`src/verilog/php_consts.vh`:
```
`ifndef PHP_CONSTS_VH
`define PHP_CONSTS_VH
`define PHP_CLK_NS 50
`define PHP_TICK_NS 10000000
`define PHP_A_PICK0 8'h00
`define PHP_A_PICK1 8'h04
`define PHP_A_DLY0 8'h08
`define PHP_A_DLY1 8'h0c
`define PHP_A_THR2 8'h10
`define PHP_A_DLY2 8'h14
`define PHP_A_THR5 8'h18
`define PHP_A_DLY3 8'h1c
`define PHP_A_EVEN 8'h20
`define PHP_A_ISTAT 8'h24
`define PHP_A_ICLR 8'h28
`define PHP_A_IEN 8'h2c
`define PHP_A_STATE 8'h30
`define PHP_A_POWER 8'h34
`define PHP_A_SCNT 4'h4
`define PHP_A_TCNT 4'h5
`define PHP_A_FLT 4'h6
`define PHP_A_ELAPSED_DELAY_PERCENT 4'h7
`define PHP_A_RATIO 4'h8
`define PHP_PICK0_RST 16'hffd8
`define PHP_PICK1_RST 16'hff38
`define PHP_PICK_MIN 16'hf830
`define PHP_PICK_MAX 16'h07d0
`define PHP_PDLY_RST 16'h0064
`define PHP_PDLY_MIN 16'h001e
`define PHP_HDLY_RST 16'h0005
`define PHP_HDLY_MIN 16'h0005
`define PHP_DLY_MAX 16'h7530
`define PHP_THR_RST 8'h0a
`define PHP_THR_MIN 8'h0a
`define PHP_THR_MAX 8'h64
`define PHP_PCT 8'h64
`endif

```
`src/verilog/php_stages.v`:
```
`timescale 1ns/10ps
`include "php_consts.vh"

module php_stages #(
  parameter TICK_CYCLES = `PHP_TICK_NS / `PHP_CLK_NS
) (
  input wire clk_i, // device clock
  input wire rst_i, // synchronous reset
  input wire cyc_i, // wishbone cycle
  input wire stb_i, // wishbone strobe
  input wire we_i, // wishbone write
  input wire [7:0] adr_i, // byte address
  input wire [3:0] sel_i, // byte selects
  input wire [31:0] dat_i, // write data
  output reg [31:0] dat_o, // read data
  output reg ack_o, // wishbone ack
  input wire [15:0] power_i, // signed active power, 0.1 % of nominal
  input wire [15:0] ph1_fund_i, // phase 1 fundamental
  input wire [15:0] ph2_fund_i, // phase 2 fundamental
  input wire [15:0] ph3_fund_i, // phase 3 fundamental
  input wire [15:0] ph1_h2_i, // phase 1 second harmonic
  input wire [15:0] ph2_h2_i, // phase 2 second harmonic
  input wire [15:0] ph3_h2_i, // phase 3 second harmonic
  input wire [15:0] ph1_h5_i, // phase 1 fifth harmonic
  input wire [15:0] ph2_h5_i, // phase 2 fifth harmonic
  input wire [15:0] ph3_h5_i, // phase 3 fifth harmonic
  output reg [3:0] start_o, // start per stage
  output reg [3:0] trip_o, // trip per stage
  output reg [15:0] event_o, // gated event pulses
  output reg irq_o // level interrupt
);

  // settings
  reg [15:0] pick0;
  reg [15:0] pick1;
  reg [63:0] dly;
  reg [7:0] thr2;
  reg [7:0] thr5;
  reg [15:0] ev_en;
  reg [15:0] irq_stat;
  reg [15:0] irq_en;
  reg [15:0] power;
  reg [95:0] ratio;
  reg [63:0] elapsed_delay_percent;
  reg [17:0] tick_cnt;
  reg tick;
  wire [63:0] scnt;
  wire [63:0] tcnt;
  wire [63:0] flt;
  wire [63:0] elapsed;
  wire [3:0] cond;
  wire [63:0] val;
  wire [3:0] next_start;
  wire [3:0] next_trip;
  wire [15:0] ev_raw;
  wire wr;
  wire [15:0] wd;
  wire [15:0] h2max;
  wire [15:0] h5max;

  assign wr = cyc_i & stb_i & we_i & ~ack_o;
  assign wd = dat_i[15:0];

  // fixed time base for all delay timers
  always @(posedge clk_i) begin
    if (rst_i) begin
      tick_cnt <= 18'h00000;
      tick <= 1'b0;
    end else if (tick_cnt == TICK_CYCLES - 1) begin
      tick_cnt <= 18'h00000;
      tick <= 1'b1;
    end else begin
      tick_cnt <= tick_cnt + 18'h00001;
      tick <= 1'b0;
    end
  end

  // measured power, kept for readback and comparisons
  always @(posedge clk_i) begin
    if (rst_i) begin
      power <= 16'h0000;
    end else begin
      power <= power_i;
    end
  end

  // shared serial divider: jobs 0..5 harmonic ratios, 6..9 elapsed percent
  reg [3:0] job;
  reg [4:0] bitn;
  reg busy;
  reg [23:0] quo;
  reg [16:0] rem;
  reg [15:0] dvs;
  reg zero_dvs;
  wire [47:0] fund3;
  wire [95:0] harm6;
  reg [15:0] num;
  reg [15:0] den;
  wire [16:0] trial;
  wire [15:0] res;
  assign fund3 = {ph3_fund_i, ph2_fund_i, ph1_fund_i};
  assign harm6 = {ph3_h5_i, ph2_h5_i, ph1_h5_i, ph3_h2_i, ph2_h2_i, ph1_h2_i};
  assign trial = {rem[15:0], quo[23]} - {1'b0, dvs};
  assign res = zero_dvs ? 16'h0000 : ((|quo[23:16]) ? 16'hffff : quo[15:0]);

  // operand select for the next job
  always @* begin
    num = 16'h0000;
    den = 16'h0000;
    if (job < 4'd6) begin
      num = harm6[job*16 +: 16];
      den = fund3[(job % 3)*16 +: 16];
    end else begin
      num = elapsed[(job-6)*16 +: 16];
      den = dly[(job-6)*16 +: 16];
    end
  end

  // restoring division, 24 steps per job, result saturates
  always @(posedge clk_i) begin
    if (rst_i) begin
      job <= 4'h0;
      bitn <= 5'h00;
      busy <= 1'b0;
      quo <= 24'h000000;
      rem <= 17'h00000;
      dvs <= 16'h0000;
      zero_dvs <= 1'b1;
      ratio <= 96'h0;
      elapsed_delay_percent <= 64'h0;
    end else if (!busy) begin
      quo <= num * `PHP_PCT;
      rem <= 17'h00000;
      dvs <= den;
      zero_dvs <= (den == 16'h0000);
      bitn <= 5'h00;
      busy <= 1'b1;
    end else if (bitn != 5'd24) begin
      if (!trial[16]) begin
        rem <= trial;
      end else begin
        rem <= {rem[15:0], quo[23]};
      end
      quo <= {quo[22:0], ~trial[16]};
      bitn <= bitn + 5'h01;
    end else begin
      busy <= 1'b0;
      job <= (job == 4'd9) ? 4'h0 : job + 4'h1;
      if (job < 4'd6) begin
        ratio[job*16 +: 16] <= res;
      end else if (start_o[job-6]) begin
        elapsed_delay_percent[(job-6)*16 +: 16] <= res; // value held once the fault ends
      end
    end
  end

  // largest ratio across the three phases
  function [15:0] max3;
    input [47:0] v;
    reg [15:0] m;
    begin
      m = v[15:0];
      if (v[31:16] > m) m = v[31:16];
      if (v[47:32] > m) m = v[47:32];
      max3 = m;
    end
  endfunction
  assign h2max = max3(ratio[47:0]);
  assign h5max = max3(ratio[95:48]);

  // stage conditions
  assign cond[0] = $signed(power) < $signed(pick0);
  assign cond[1] = $signed(power) < $signed(pick1);
  assign cond[2] = h2max > {8'h00, thr2};
  assign cond[3] = h5max > {8'h00, thr5};
  assign val = {h5max, h2max, power, power};

  // one timer, counter set and recorder per stage
  genvar g;
  generate
    for (g = 0; g < 4; g = g + 1) begin : stg
      reg [15:0] cnt;
      reg [15:0] sc;
      reg [15:0] tc;
      reg [15:0] fv;
      wire [15:0] d;
      wire worse;
      assign d = dly[g*16 +: 16];
      assign elapsed[g*16 +: 16] = cnt;
      assign scnt[g*16 +: 16] = sc;
      assign tcnt[g*16 +: 16] = tc;
      assign flt[g*16 +: 16] = fv;
      // power faults keep the lowest value, harmonic faults the highest
      assign worse = (g < 2) ? ($signed(val[g*16 +: 16]) < $signed(fv))
                             : (val[g*16 +: 16] > fv);
      assign next_start[g] = cond[g];
      assign next_trip[g] = cond[g] & (trip_o[g] | (cnt >= d));
      assign ev_raw[g*4 +: 4] = {trip_o[g] & ~next_trip[g], next_trip[g] & ~trip_o[g],
                                 start_o[g] & ~next_start[g], next_start[g] & ~start_o[g]};
      always @(posedge clk_i) begin
        if (rst_i) begin
          cnt <= 16'h0000;
          sc <= 16'h0000;
          tc <= 16'h0000;
          fv <= 16'h0000;
        end else begin
          if (!cond[g]) begin
            cnt <= 16'h0000;
          end else if (tick && cnt < d) begin
            cnt <= cnt + 16'h0001;
          end
          if (next_start[g] && !start_o[g]) begin
            sc <= sc + 16'h0001;
            fv <= val[g*16 +: 16];
          end else if (start_o[g] && worse) begin
            fv <= val[g*16 +: 16];
          end
          if (next_trip[g] && !trip_o[g]) begin
            tc <= tc + 16'h0001;
          end
        end
      end
    end
  endgenerate

  // stage outputs, usable as blocking signals elsewhere
  always @(posedge clk_i) begin
    if (rst_i) begin
      start_o <= 4'h0;
      trip_o <= 4'h0;
      event_o <= 16'h0000;
    end else begin
      start_o <= next_start;
      trip_o <= next_trip;
      event_o <= ev_raw & ev_en;
    end
  end

  // clamp helpers for setting writes
  function [15:0] clamp_u;
    input [15:0] v;
    input [15:0] lo;
    begin
      clamp_u = (v < lo) ? lo : ((v > `PHP_DLY_MAX) ? `PHP_DLY_MAX : v);
    end
  endfunction
  function [7:0] clamp_thr;
    input [15:0] v;
    begin
      if (v < {8'h00, `PHP_THR_MIN}) clamp_thr = `PHP_THR_MIN;
      else if (v > {8'h00, `PHP_THR_MAX}) clamp_thr = `PHP_THR_MAX;
      else clamp_thr = v[7:0];
    end
  endfunction
  function [15:0] clamp_pick;
    input [15:0] v;
    begin
      if ($signed(v) < $signed(`PHP_PICK_MIN)) clamp_pick = `PHP_PICK_MIN;
      else if ($signed(v) > $signed(`PHP_PICK_MAX)) clamp_pick = `PHP_PICK_MAX;
      else clamp_pick = v;
    end
  endfunction

  // setting registers, low half-word lanes only
  always @(posedge clk_i) begin
    if (rst_i) begin
      pick0 <= `PHP_PICK0_RST;
      pick1 <= `PHP_PICK1_RST;
      dly <= {`PHP_HDLY_RST, `PHP_HDLY_RST, `PHP_PDLY_RST, `PHP_PDLY_RST};
      thr2 <= `PHP_THR_RST;
      thr5 <= `PHP_THR_RST;
      ev_en <= 16'hffff;
      irq_en <= 16'h0000;
    end else if (wr && sel_i[1:0] == 2'b11) begin
      case (adr_i)
        `PHP_A_PICK0: pick0 <= clamp_pick(wd);
        `PHP_A_PICK1: pick1 <= clamp_pick(wd);
        `PHP_A_DLY0: dly[15:0] <= clamp_u(wd, `PHP_PDLY_MIN);
        `PHP_A_DLY1: dly[31:16] <= clamp_u(wd, `PHP_PDLY_MIN);
        `PHP_A_THR2: thr2 <= clamp_thr(wd);
        `PHP_A_DLY2: dly[47:32] <= clamp_u(wd, `PHP_HDLY_MIN);
        `PHP_A_THR5: thr5 <= clamp_thr(wd);
        `PHP_A_DLY3: dly[63:48] <= clamp_u(wd, `PHP_HDLY_MIN);
        `PHP_A_EVEN: ev_en <= wd;
        `PHP_A_IEN: irq_en <= wd;
        default: ;
      endcase
    end
  end

  // sticky event status; a new event wins over a clear in the same cycle
  always @(posedge clk_i) begin
    if (rst_i) begin
      irq_stat <= 16'h0000;
      irq_o <= 1'b0;
    end else begin
      if (wr && adr_i == `PHP_A_ICLR) begin
        irq_stat <= (irq_stat & ~wd) | (ev_raw & ev_en);
      end else begin
        irq_stat <= irq_stat | (ev_raw & ev_en);
      end
      irq_o <= |(irq_stat & irq_en);
    end
  end

  // bus answer one cycle after the request, reads registered
  always @(posedge clk_i) begin
    if (rst_i) begin
      ack_o <= 1'b0;
      dat_o <= 32'h00000000;
    end else begin
      ack_o <= cyc_i & stb_i & ~ack_o;
      dat_o <= 32'h00000000;
      if (cyc_i && stb_i && !we_i && !ack_o) begin
        case (adr_i[7:4])
          `PHP_A_SCNT: dat_o[15:0] <= scnt[adr_i[3:2]*16 +: 16];
          `PHP_A_TCNT: dat_o[15:0] <= tcnt[adr_i[3:2]*16 +: 16];
          `PHP_A_FLT: dat_o[15:0] <= flt[adr_i[3:2]*16 +: 16];
          `PHP_A_ELAPSED_DELAY_PERCENT: dat_o[15:0] <= elapsed_delay_percent[adr_i[3:2]*16 +: 16];
          `PHP_A_RATIO: dat_o[15:0] <= ratio[adr_i[3:2]*16 +: 16];
          4'h9: dat_o[15:0] <= (adr_i[3] ? 16'h0000 : ratio[(adr_i[2] + 4)*16 +: 16]);
          default: begin
            case (adr_i)
              `PHP_A_PICK0: dat_o[15:0] <= pick0;
              `PHP_A_PICK1: dat_o[15:0] <= pick1;
              `PHP_A_DLY0: dat_o[15:0] <= dly[15:0];
              `PHP_A_DLY1: dat_o[15:0] <= dly[31:16];
              `PHP_A_THR2: dat_o[7:0] <= thr2;
              `PHP_A_DLY2: dat_o[15:0] <= dly[47:32];
              `PHP_A_THR5: dat_o[7:0] <= thr5;
              `PHP_A_DLY3: dat_o[15:0] <= dly[63:48];
              `PHP_A_EVEN: dat_o[15:0] <= ev_en;
              `PHP_A_ISTAT: dat_o[15:0] <= irq_stat;
              `PHP_A_IEN: dat_o[15:0] <= irq_en;
              `PHP_A_STATE: dat_o[7:0] <= {trip_o, start_o};
              `PHP_A_POWER: dat_o[15:0] <= power;
              default: dat_o <= 32'h00000000;
            endcase
          end
        endcase
      end
    end
  end

endmodule // php_stages

```
`config.mk`:
```
export PLATFORM = sky130hd
export DESIGN_NAME = php_stages
export DESIGN_NICKNAME = d
export VERILOG_FILES = /design/src/verilog/php_stages.v
export VERILOG_INCLUDE_DIRS = /design/src /design/src/verilog
export SDC_FILE = /design/constraint.sdc
export NUM_CORES = 2
export LEC_CHECK = 0
export BUFFER_PORTS_ARGS = -buffer_cell sky130_fd_sc_hd__buf_2
export CAP_MARGIN = 20
export CORE_MARGIN = 1.5
export CORE_UTILIZATION = 50
export DETAILED_ROUTE_END_ITERATION = 10
export MAX_ROUTING_LAYER = met4
export PLACE_DENSITY_LB_ADDON = 0.15
export SYNTH_ARGS = -nofsm -noshare
export SYNTH_HDL_FRONTEND = slang
export SYNTH_SLANG_ARGS = --single-unit
```
`constraint.sdc`:
```
create_clock -name clk_i -period 18.48 [get_ports clk_i]
set_input_delay 1.848 -clock clk_i [delete_from_list [all_inputs] [get_ports clk_i]]
set_output_delay 1.848 -clock clk_i [all_outputs]
set_load 0.005 [all_outputs]
```
# After elaboration in Yosys (flattened, before gate mapping)
# Index checks and enable logic that the tools add are counted.
[classes]
mux = 39
bitwise_logic = 56
eq_ne = 24
multipliers = 1
n_div = 1
addsub = 20
n_lt_le_gt_ge = 29
reduce_logical = 59
n_shift = 14
[op_table]
columns = ["operator", "n"]
rows = [
  ["$mux 16", 24],
  ["$shiftx 64x7->16", 4],
  ["$add 16x1->16 const B", 12],
  ["$shiftx 96x9->16", 2],
  ["$lt 16x16->1", 8],
  ["$shiftx 64x33->16", 2],
  ["$pmux 8 s13", 1],
  ["$bwmux 96", 1],
  ["$gt 16x16->1", 6],
  ["$pmux 16 s6", 1],
  ["$shift 16x34->96 const A", 1],
  ["$shiftx 16x34->96", 1],
  ["$shiftx 96x7->16", 1],
  ["$pmux 8 s10", 1],
  ["$bwmux 64", 1],
  ["$ge 16x16->1", 4],
  ["$shift 16x34->64 const A", 1],
  ["$shiftx 16x34->64", 1],
  ["$and 16x16->16", 3],
  ["$eq 8x6->1 const B", 6],
  ["$shiftx 48x33->16", 1],
  ["$mux 23", 2],
  ["$neg 32->34", 1],
  ["$neg 8->34", 1],
  ["other kinds (47)", 157],
]
[totals]
out_inout_bits = 58
reg_bits = 736
word_cells = 290
in_bits = 209

# Longest topological paths before layout
[depth]
word_depth = 11
ltp_mapped = 32
depth_no_buf = 28

# Worst setup path after synthesis
# OpenSTA, ideal clock, no wires.
[synth_timing]
path_type = "reg-to-reg"
from = "reg ratio[11]"
to = "reg stg[2].fv[10]"
period_less_slack_ns = 7.214
setup_time_ns = 0.070
path_buffers = 4
required_ns = 18.410
arrival_ns = 7.144
path_stages_with_launch = 32
slack_ns = 11.266
cell_sequence = "dfxtp_1 > inv_1 > ha_1 > and3_1 > nand4_1 > a2111oi_1 > nor3_1 > nor2_1 > buf_2 > mux2i_1 > ha_1 > nor2b_1 > o21a_1 > o21a_1 > o21a_1 > o31ai_1 > clkbuf_1 > clkbuf_1 > nor2_1 > a21oi_1 > ha_1 > nor2b_1 > o21a_1 > o21a_1 > o21ai_0 > a21oi_1 > o31ai_1 > nor2_1 > a221oi_1 > clkbuf_1 > nand3_1 > a21oi_1"
[synth_between]
elab_chain_len = 7
elab_cells_between_ends = 11
classes_between = "4 x order compare; 4 x mux; 3 x reduce/logical"
[synth_lines]
columns = ["element", "line_no", "rtl"]
rows = [
  ["from (decl)", "php_stages.v:43", "reg [95:0] ratio;"],
  ["from (signal, indexed assignment)", "php_stages.v:150", "ratio[job*16 +: 16] <= res;"],
  ["$gt 16x16->1", "php_stages.v:163", "if (v[31:16] > m) m = v[31:16];"],
  ["$mux 16 *", "php_stages.v:163", ""],
  ["$gt 16x16->1", "php_stages.v:164", "if (v[47:32] > m) m = v[47:32];"],
  ["$mux 16 *", "php_stages.v:164", ""],
  ["via h2max[1]", "php_stages.v:58", "wire [15:0] h2max;"],
  ["$gt 16x8->1 or $gt 16x16->1 (tied branches)", "php_stages.v:174, php_stages.v:195", ""],
  ["$logic_and 1x1->1 (on tied branches)", "php_stages.v:212, php_stages.v:215", ""],
  ["$mux 16 or $reduce_bool 2->1 (tied branches)", "-", ""],
  ["to (signal assigned)", "php_stages.v:214", "fv <= val[g*16 +: 16];"],
  ["to (signal assigned)", "php_stages.v:216", "fv <= val[g*16 +: 16];"],
  ["to (decl)", "php_stages.v:185", "reg [15:0] fv;"],
]
# Mark *: on every way through the listed nets, which the timed path passes. The rest lies on a longest branch. The select of a mux whose other input is x is not followed.
# A chain may end at the register's enable or synchronous reset.

# Final worst setup path
[layout_timing]
from = "reg ratio[15]"
to = "reg event_o[10]"
[layout_between]
elab_chain_len = 8
[layout_lines]
columns = ["element", "line_no", "rtl"]
rows = [
  ["$gt 16x16->1", "php_stages.v:163", ""],
  ["$mux 16 *", "php_stages.v:163", ""],
  ["$gt 16x16->1", "php_stages.v:164", ""],
  ["$mux 16 *", "php_stages.v:164", ""],
  ["via h2max[1]", "php_stages.v:58", ""],
  ["$gt 16x8->1 *", "php_stages.v:174", "assign cond[2] = h2max > {8'h00, thr2};"],
  ["$and 1x1->1 *", "php_stages.v:197", "assign next_trip[g] = cond[g] & (trip_o[g] | (cnt >= d));"],
  ["$and 1x1->1 *", "php_stages.v:198", "assign ev_raw[g*4 +: 4] = {trip_o[g] & ~next_trip[g], next_trip[g] & ~trip_o[g],"],
  ["$and 16x16->16 *", "php_stages.v:235", "event_o <= ev_raw & ev_en;"],
  ["to (signal assigned)", "php_stages.v:235", ""],
  ["to (decl)", "php_stages.v:29", "output reg [15:0] event_o,"],
]
# Mark *: on every way through the listed nets, which the timed path passes. The rest lies on a longest branch.

==> run summary <==
status = complete, no violations
critical path type = register to register
pwr dens = 80.4 mW/mm^2
Via density = 6.29
reg2reg start = ratio[15]
clk_lat worst skew = 0.67 ns
setup bufs post-CTS = 0
Power Total = 3.88 mW
clock slew at reported path FFs = 0.06 ns
GRT Total Usage = 0.363
Syn Area/Cell = 8.21 um^2
# nets final = 5928
most common cell after layout, fill and taps aside = dfxtp_1
drt pass-1 iters = 7
GPL Wtd Cong = 1.01
reg-to-reg slack, setup = 9.90 ns
num ports = 267
setup TNS = 0 ns
#FFs+latches synth = 720
vias = 41400
Crit path required time = 18.97 ns
Post-DRT Antenna Nets = 0
Inserted Clock Buffers = 84
Final Non-Filler Cells = 6590
min-delay worst type = register to register
first-pass GRT wire length = 238 mm
number of stages on the worst setup path = 27
pre-CTS setup slack = 10.30 ns
starting DRC count in detailed routing = 5484
vias in the first global route = 37400
drt wl/cell = 24.6 um
R2R depth = 27
crit-path max FO = 19
dpl cells = 6420
Worst Path Arrival = 9.07 ns
fin crit share = 0.464
Critical Path Start Type = register
WHS = 0.456 ns
crit path max-delay cell type = a2111oi_1
Most used DFF post-synth = dfxtp_1
CP Buf/Inv Count = 2
Initial Util = 0.506
register area share after synthesis = 0.333
Worst path top cell family by delay = compound AO/OA/AOI/OAI gates
Final setup violation count = 0
core area = 0.0854 mm^2
Fin. Hold Viols = 0
Cell variety after synth = 94
combinational power share = 0.132
post-synthesis cell count = 5270
FP Rows = 107
cell-internal power = 2.82 mW
Post-CTS Resized = 0
# H-tree levels = 3
CP endpoint = event_o[10]
root cell of the clock tree = clkbuf_16
Pins Over Slew Limit = 0
Area Overhead vs Synth = 11.6%
Sw Share = 0.273
fill count = 8106
WL final = 162 mm
max_slew headroom = 0.209
max incr delay on CP = 0.69 ns
DRC Markers = 0
die area = 0.0883 mm^2
clock share of power = 0.453
synthesized cell area = 0.0433 mm^2
DP Wirelength = 121 mm
Worst Skew = 0.0361 ns
Leak = 19.0 nW
P_sw = 1.06 mW
clk sinks = 720
max-cap viol count = 0
Worst setup startpoint = ratio[15]
Max VDD drop = 0.0000828 V
total congestion overflow = 0
commonest cells after routing, fill and taps aside = 717 x dfxtp_1, 666 x nor2_1, 492 x nand2_1
Tmin final = 8.58 ns
f_max = 117 MHz
Seq pwr share = 0.415
port bufs = 232
CTS Hold Buffers Added = 0
largest net degree at the start of global routing = 188
Die Height = 297 um
RSZ-0062 raised after global routing = no
Post-synth EDFFs = 0
Least-Margin Pin Slew = 1.19 ns
RR Endpoint = event_o[10]
Setup crit end kind = register
Final WS setup = 9.90 ns
initial antenna violation count = 14
CTS tree = built
layout cell share with drive strength beyond 1 = 0.107
Async S/R FF share, synth = 0
die width = 297 um
CTS max path bufs = 3
Synth Warn # = 0
==> per-stage QoR <==
stage	instance area (um^2)	util
2_1_floorplan	43300	-
5_1_grt	48300	0.565
3_5_place_dp	45300	0.530
4_1_cts	48200	0.564
6_report	48300	0.565
3_3_place_gp	45300	0.530
==> worst min-delay path by stage <==
stage	startpoint	end	cells after the start	slack, ns
after floorplan	tick_cnt[0]	tick_cnt[0]	1	0.43
after global placement	elapsed_delay_percent[46]	elapsed_delay_percent[46]	2	0.44
after detailed placement	elapsed_delay_percent[46]	elapsed_delay_percent[46]	2	0.45
after global routing	elapsed_delay_percent[38]	elapsed_delay_percent[38]	2	0.47
final	elapsed_delay_percent[42]	elapsed_delay_percent[42]	2	0.46
after CTS	elapsed_delay_percent[37]	elapsed_delay_percent[37]	2	0.45
==> layer usage <==
layer | global-route usage | share of wire
met1 | 0.493 | 0.42
met2 | 0.507 | 0.41
met3 | 0.0755 | 0.11
met4 | 0.183 | 0.056
met5 | - | 0
==> cell type report <==
cell class	count	area (um^2)	area share
tap	1144	1430	0.0296
inverter	292	1100	0.0228
clock inverter	35	444	0.00920
clock buffer	120	2460	0.0510
sequential	720	14400	0.299
timing repair buffer	300	1740	0.0360
antenna	12	30.0	0.000622
multi-input combinational	3967	26700	0.552
==> power groups by stage <==
stage | clock [mW] | sequential (mW) | combinational, mW
floorplan | 0 | 1.63 | 0.353
global placement | 0 | 1.64 | 0.500
detailed placement | 0 | 1.64 | 0.505
CTS | 1.78 | 1.61 | 0.507
global route | 1.84 | 1.61 | 0.553
finish | 1.76 | 1.61 | 0.513
==> cells by family (layout without fill, tap and decap cells) <==
group                      Yosys count  after routing  synth area share
other                                1             28         0.0000867
DFF                                720            720             0.333
AOI/OAI and AO/OA                 1230           1230             0.189
and+or+nand+nor                   1947           1947             0.210
buffers and inverters              598            747            0.0547
xor gates and xnor gates           164            164            0.0334
muxes                              256            256            0.0752
adders and majority gates          354            354             0.104
==> flip-flops by register name, indices dropped and copies added (netlist names), 18 cells and up <==
| register | flops |
|---|---|
| dly | 64 |
| ratio | 96 |
| quo | 24 |
| stg.tc | 64 |
| stg.sc | 64 |
| stg.fv | 64 |
| tick_cnt | 18 |
| elapsed_delay_percent | 64 |
| stg.cnt | 64 |
==> worst reg2reg max path: stages, from the launching register on <==
cell	delay (ns)
dfxtp_1	0.47
inv_1	0.11
ha_1	0.31
and3_1	0.20
nand4_1	0.25
a2111oi_1	0.69
nor3_1	0.09
nor2_1	0.65
buf_4	0.30
mux2i_1	0.32
ha_1	0.31
a21o_1	0.16
a21o_1	0.17
a21oi_1	0.13
o21ai_0	0.16
o31ai_4	0.45
nor2_1	0.08
a21oi_1	0.37
ha_1	0.33
nor2b_1	0.13
o21a_1	0.16
o21a_1	0.16
o21ai_0	0.17
a21oi_1	0.10
o31ai_1	0.67
a21boi_4	0.67
or2_1	0.68
nor3_1	0.14
==> Yosys cell counts (all sizes together) (44+ instances only) <==
library cell / number / area [um^2]
xor2: 93 / 815
mux4: 53 / 1190
a22oi: 112 / 841
nor3: 100 / 510
ha: 342 / 4280
a211oi: 70 / 543
nand2: 492 / 1850
xnor2: 71 / 629
nor2: 671 / 2520
dfxtp: 720 / 14400
a21o: 71 / 533
nor2b: 63 / 394
inv: 291 / 1090
o21ai: 176 / 885
buf: 62 / 353
mux2i: 187 / 1880
a31oi: 44 / 275
a21oi: 398 / 2010
and3: 67 / 419
nand3: 199 / 996
nand4: 96 / 601
clkbuf: 244 / 916
a221oi: 56 / 497
a22o: 45 / 394
(Power assumes the default switching activity.)
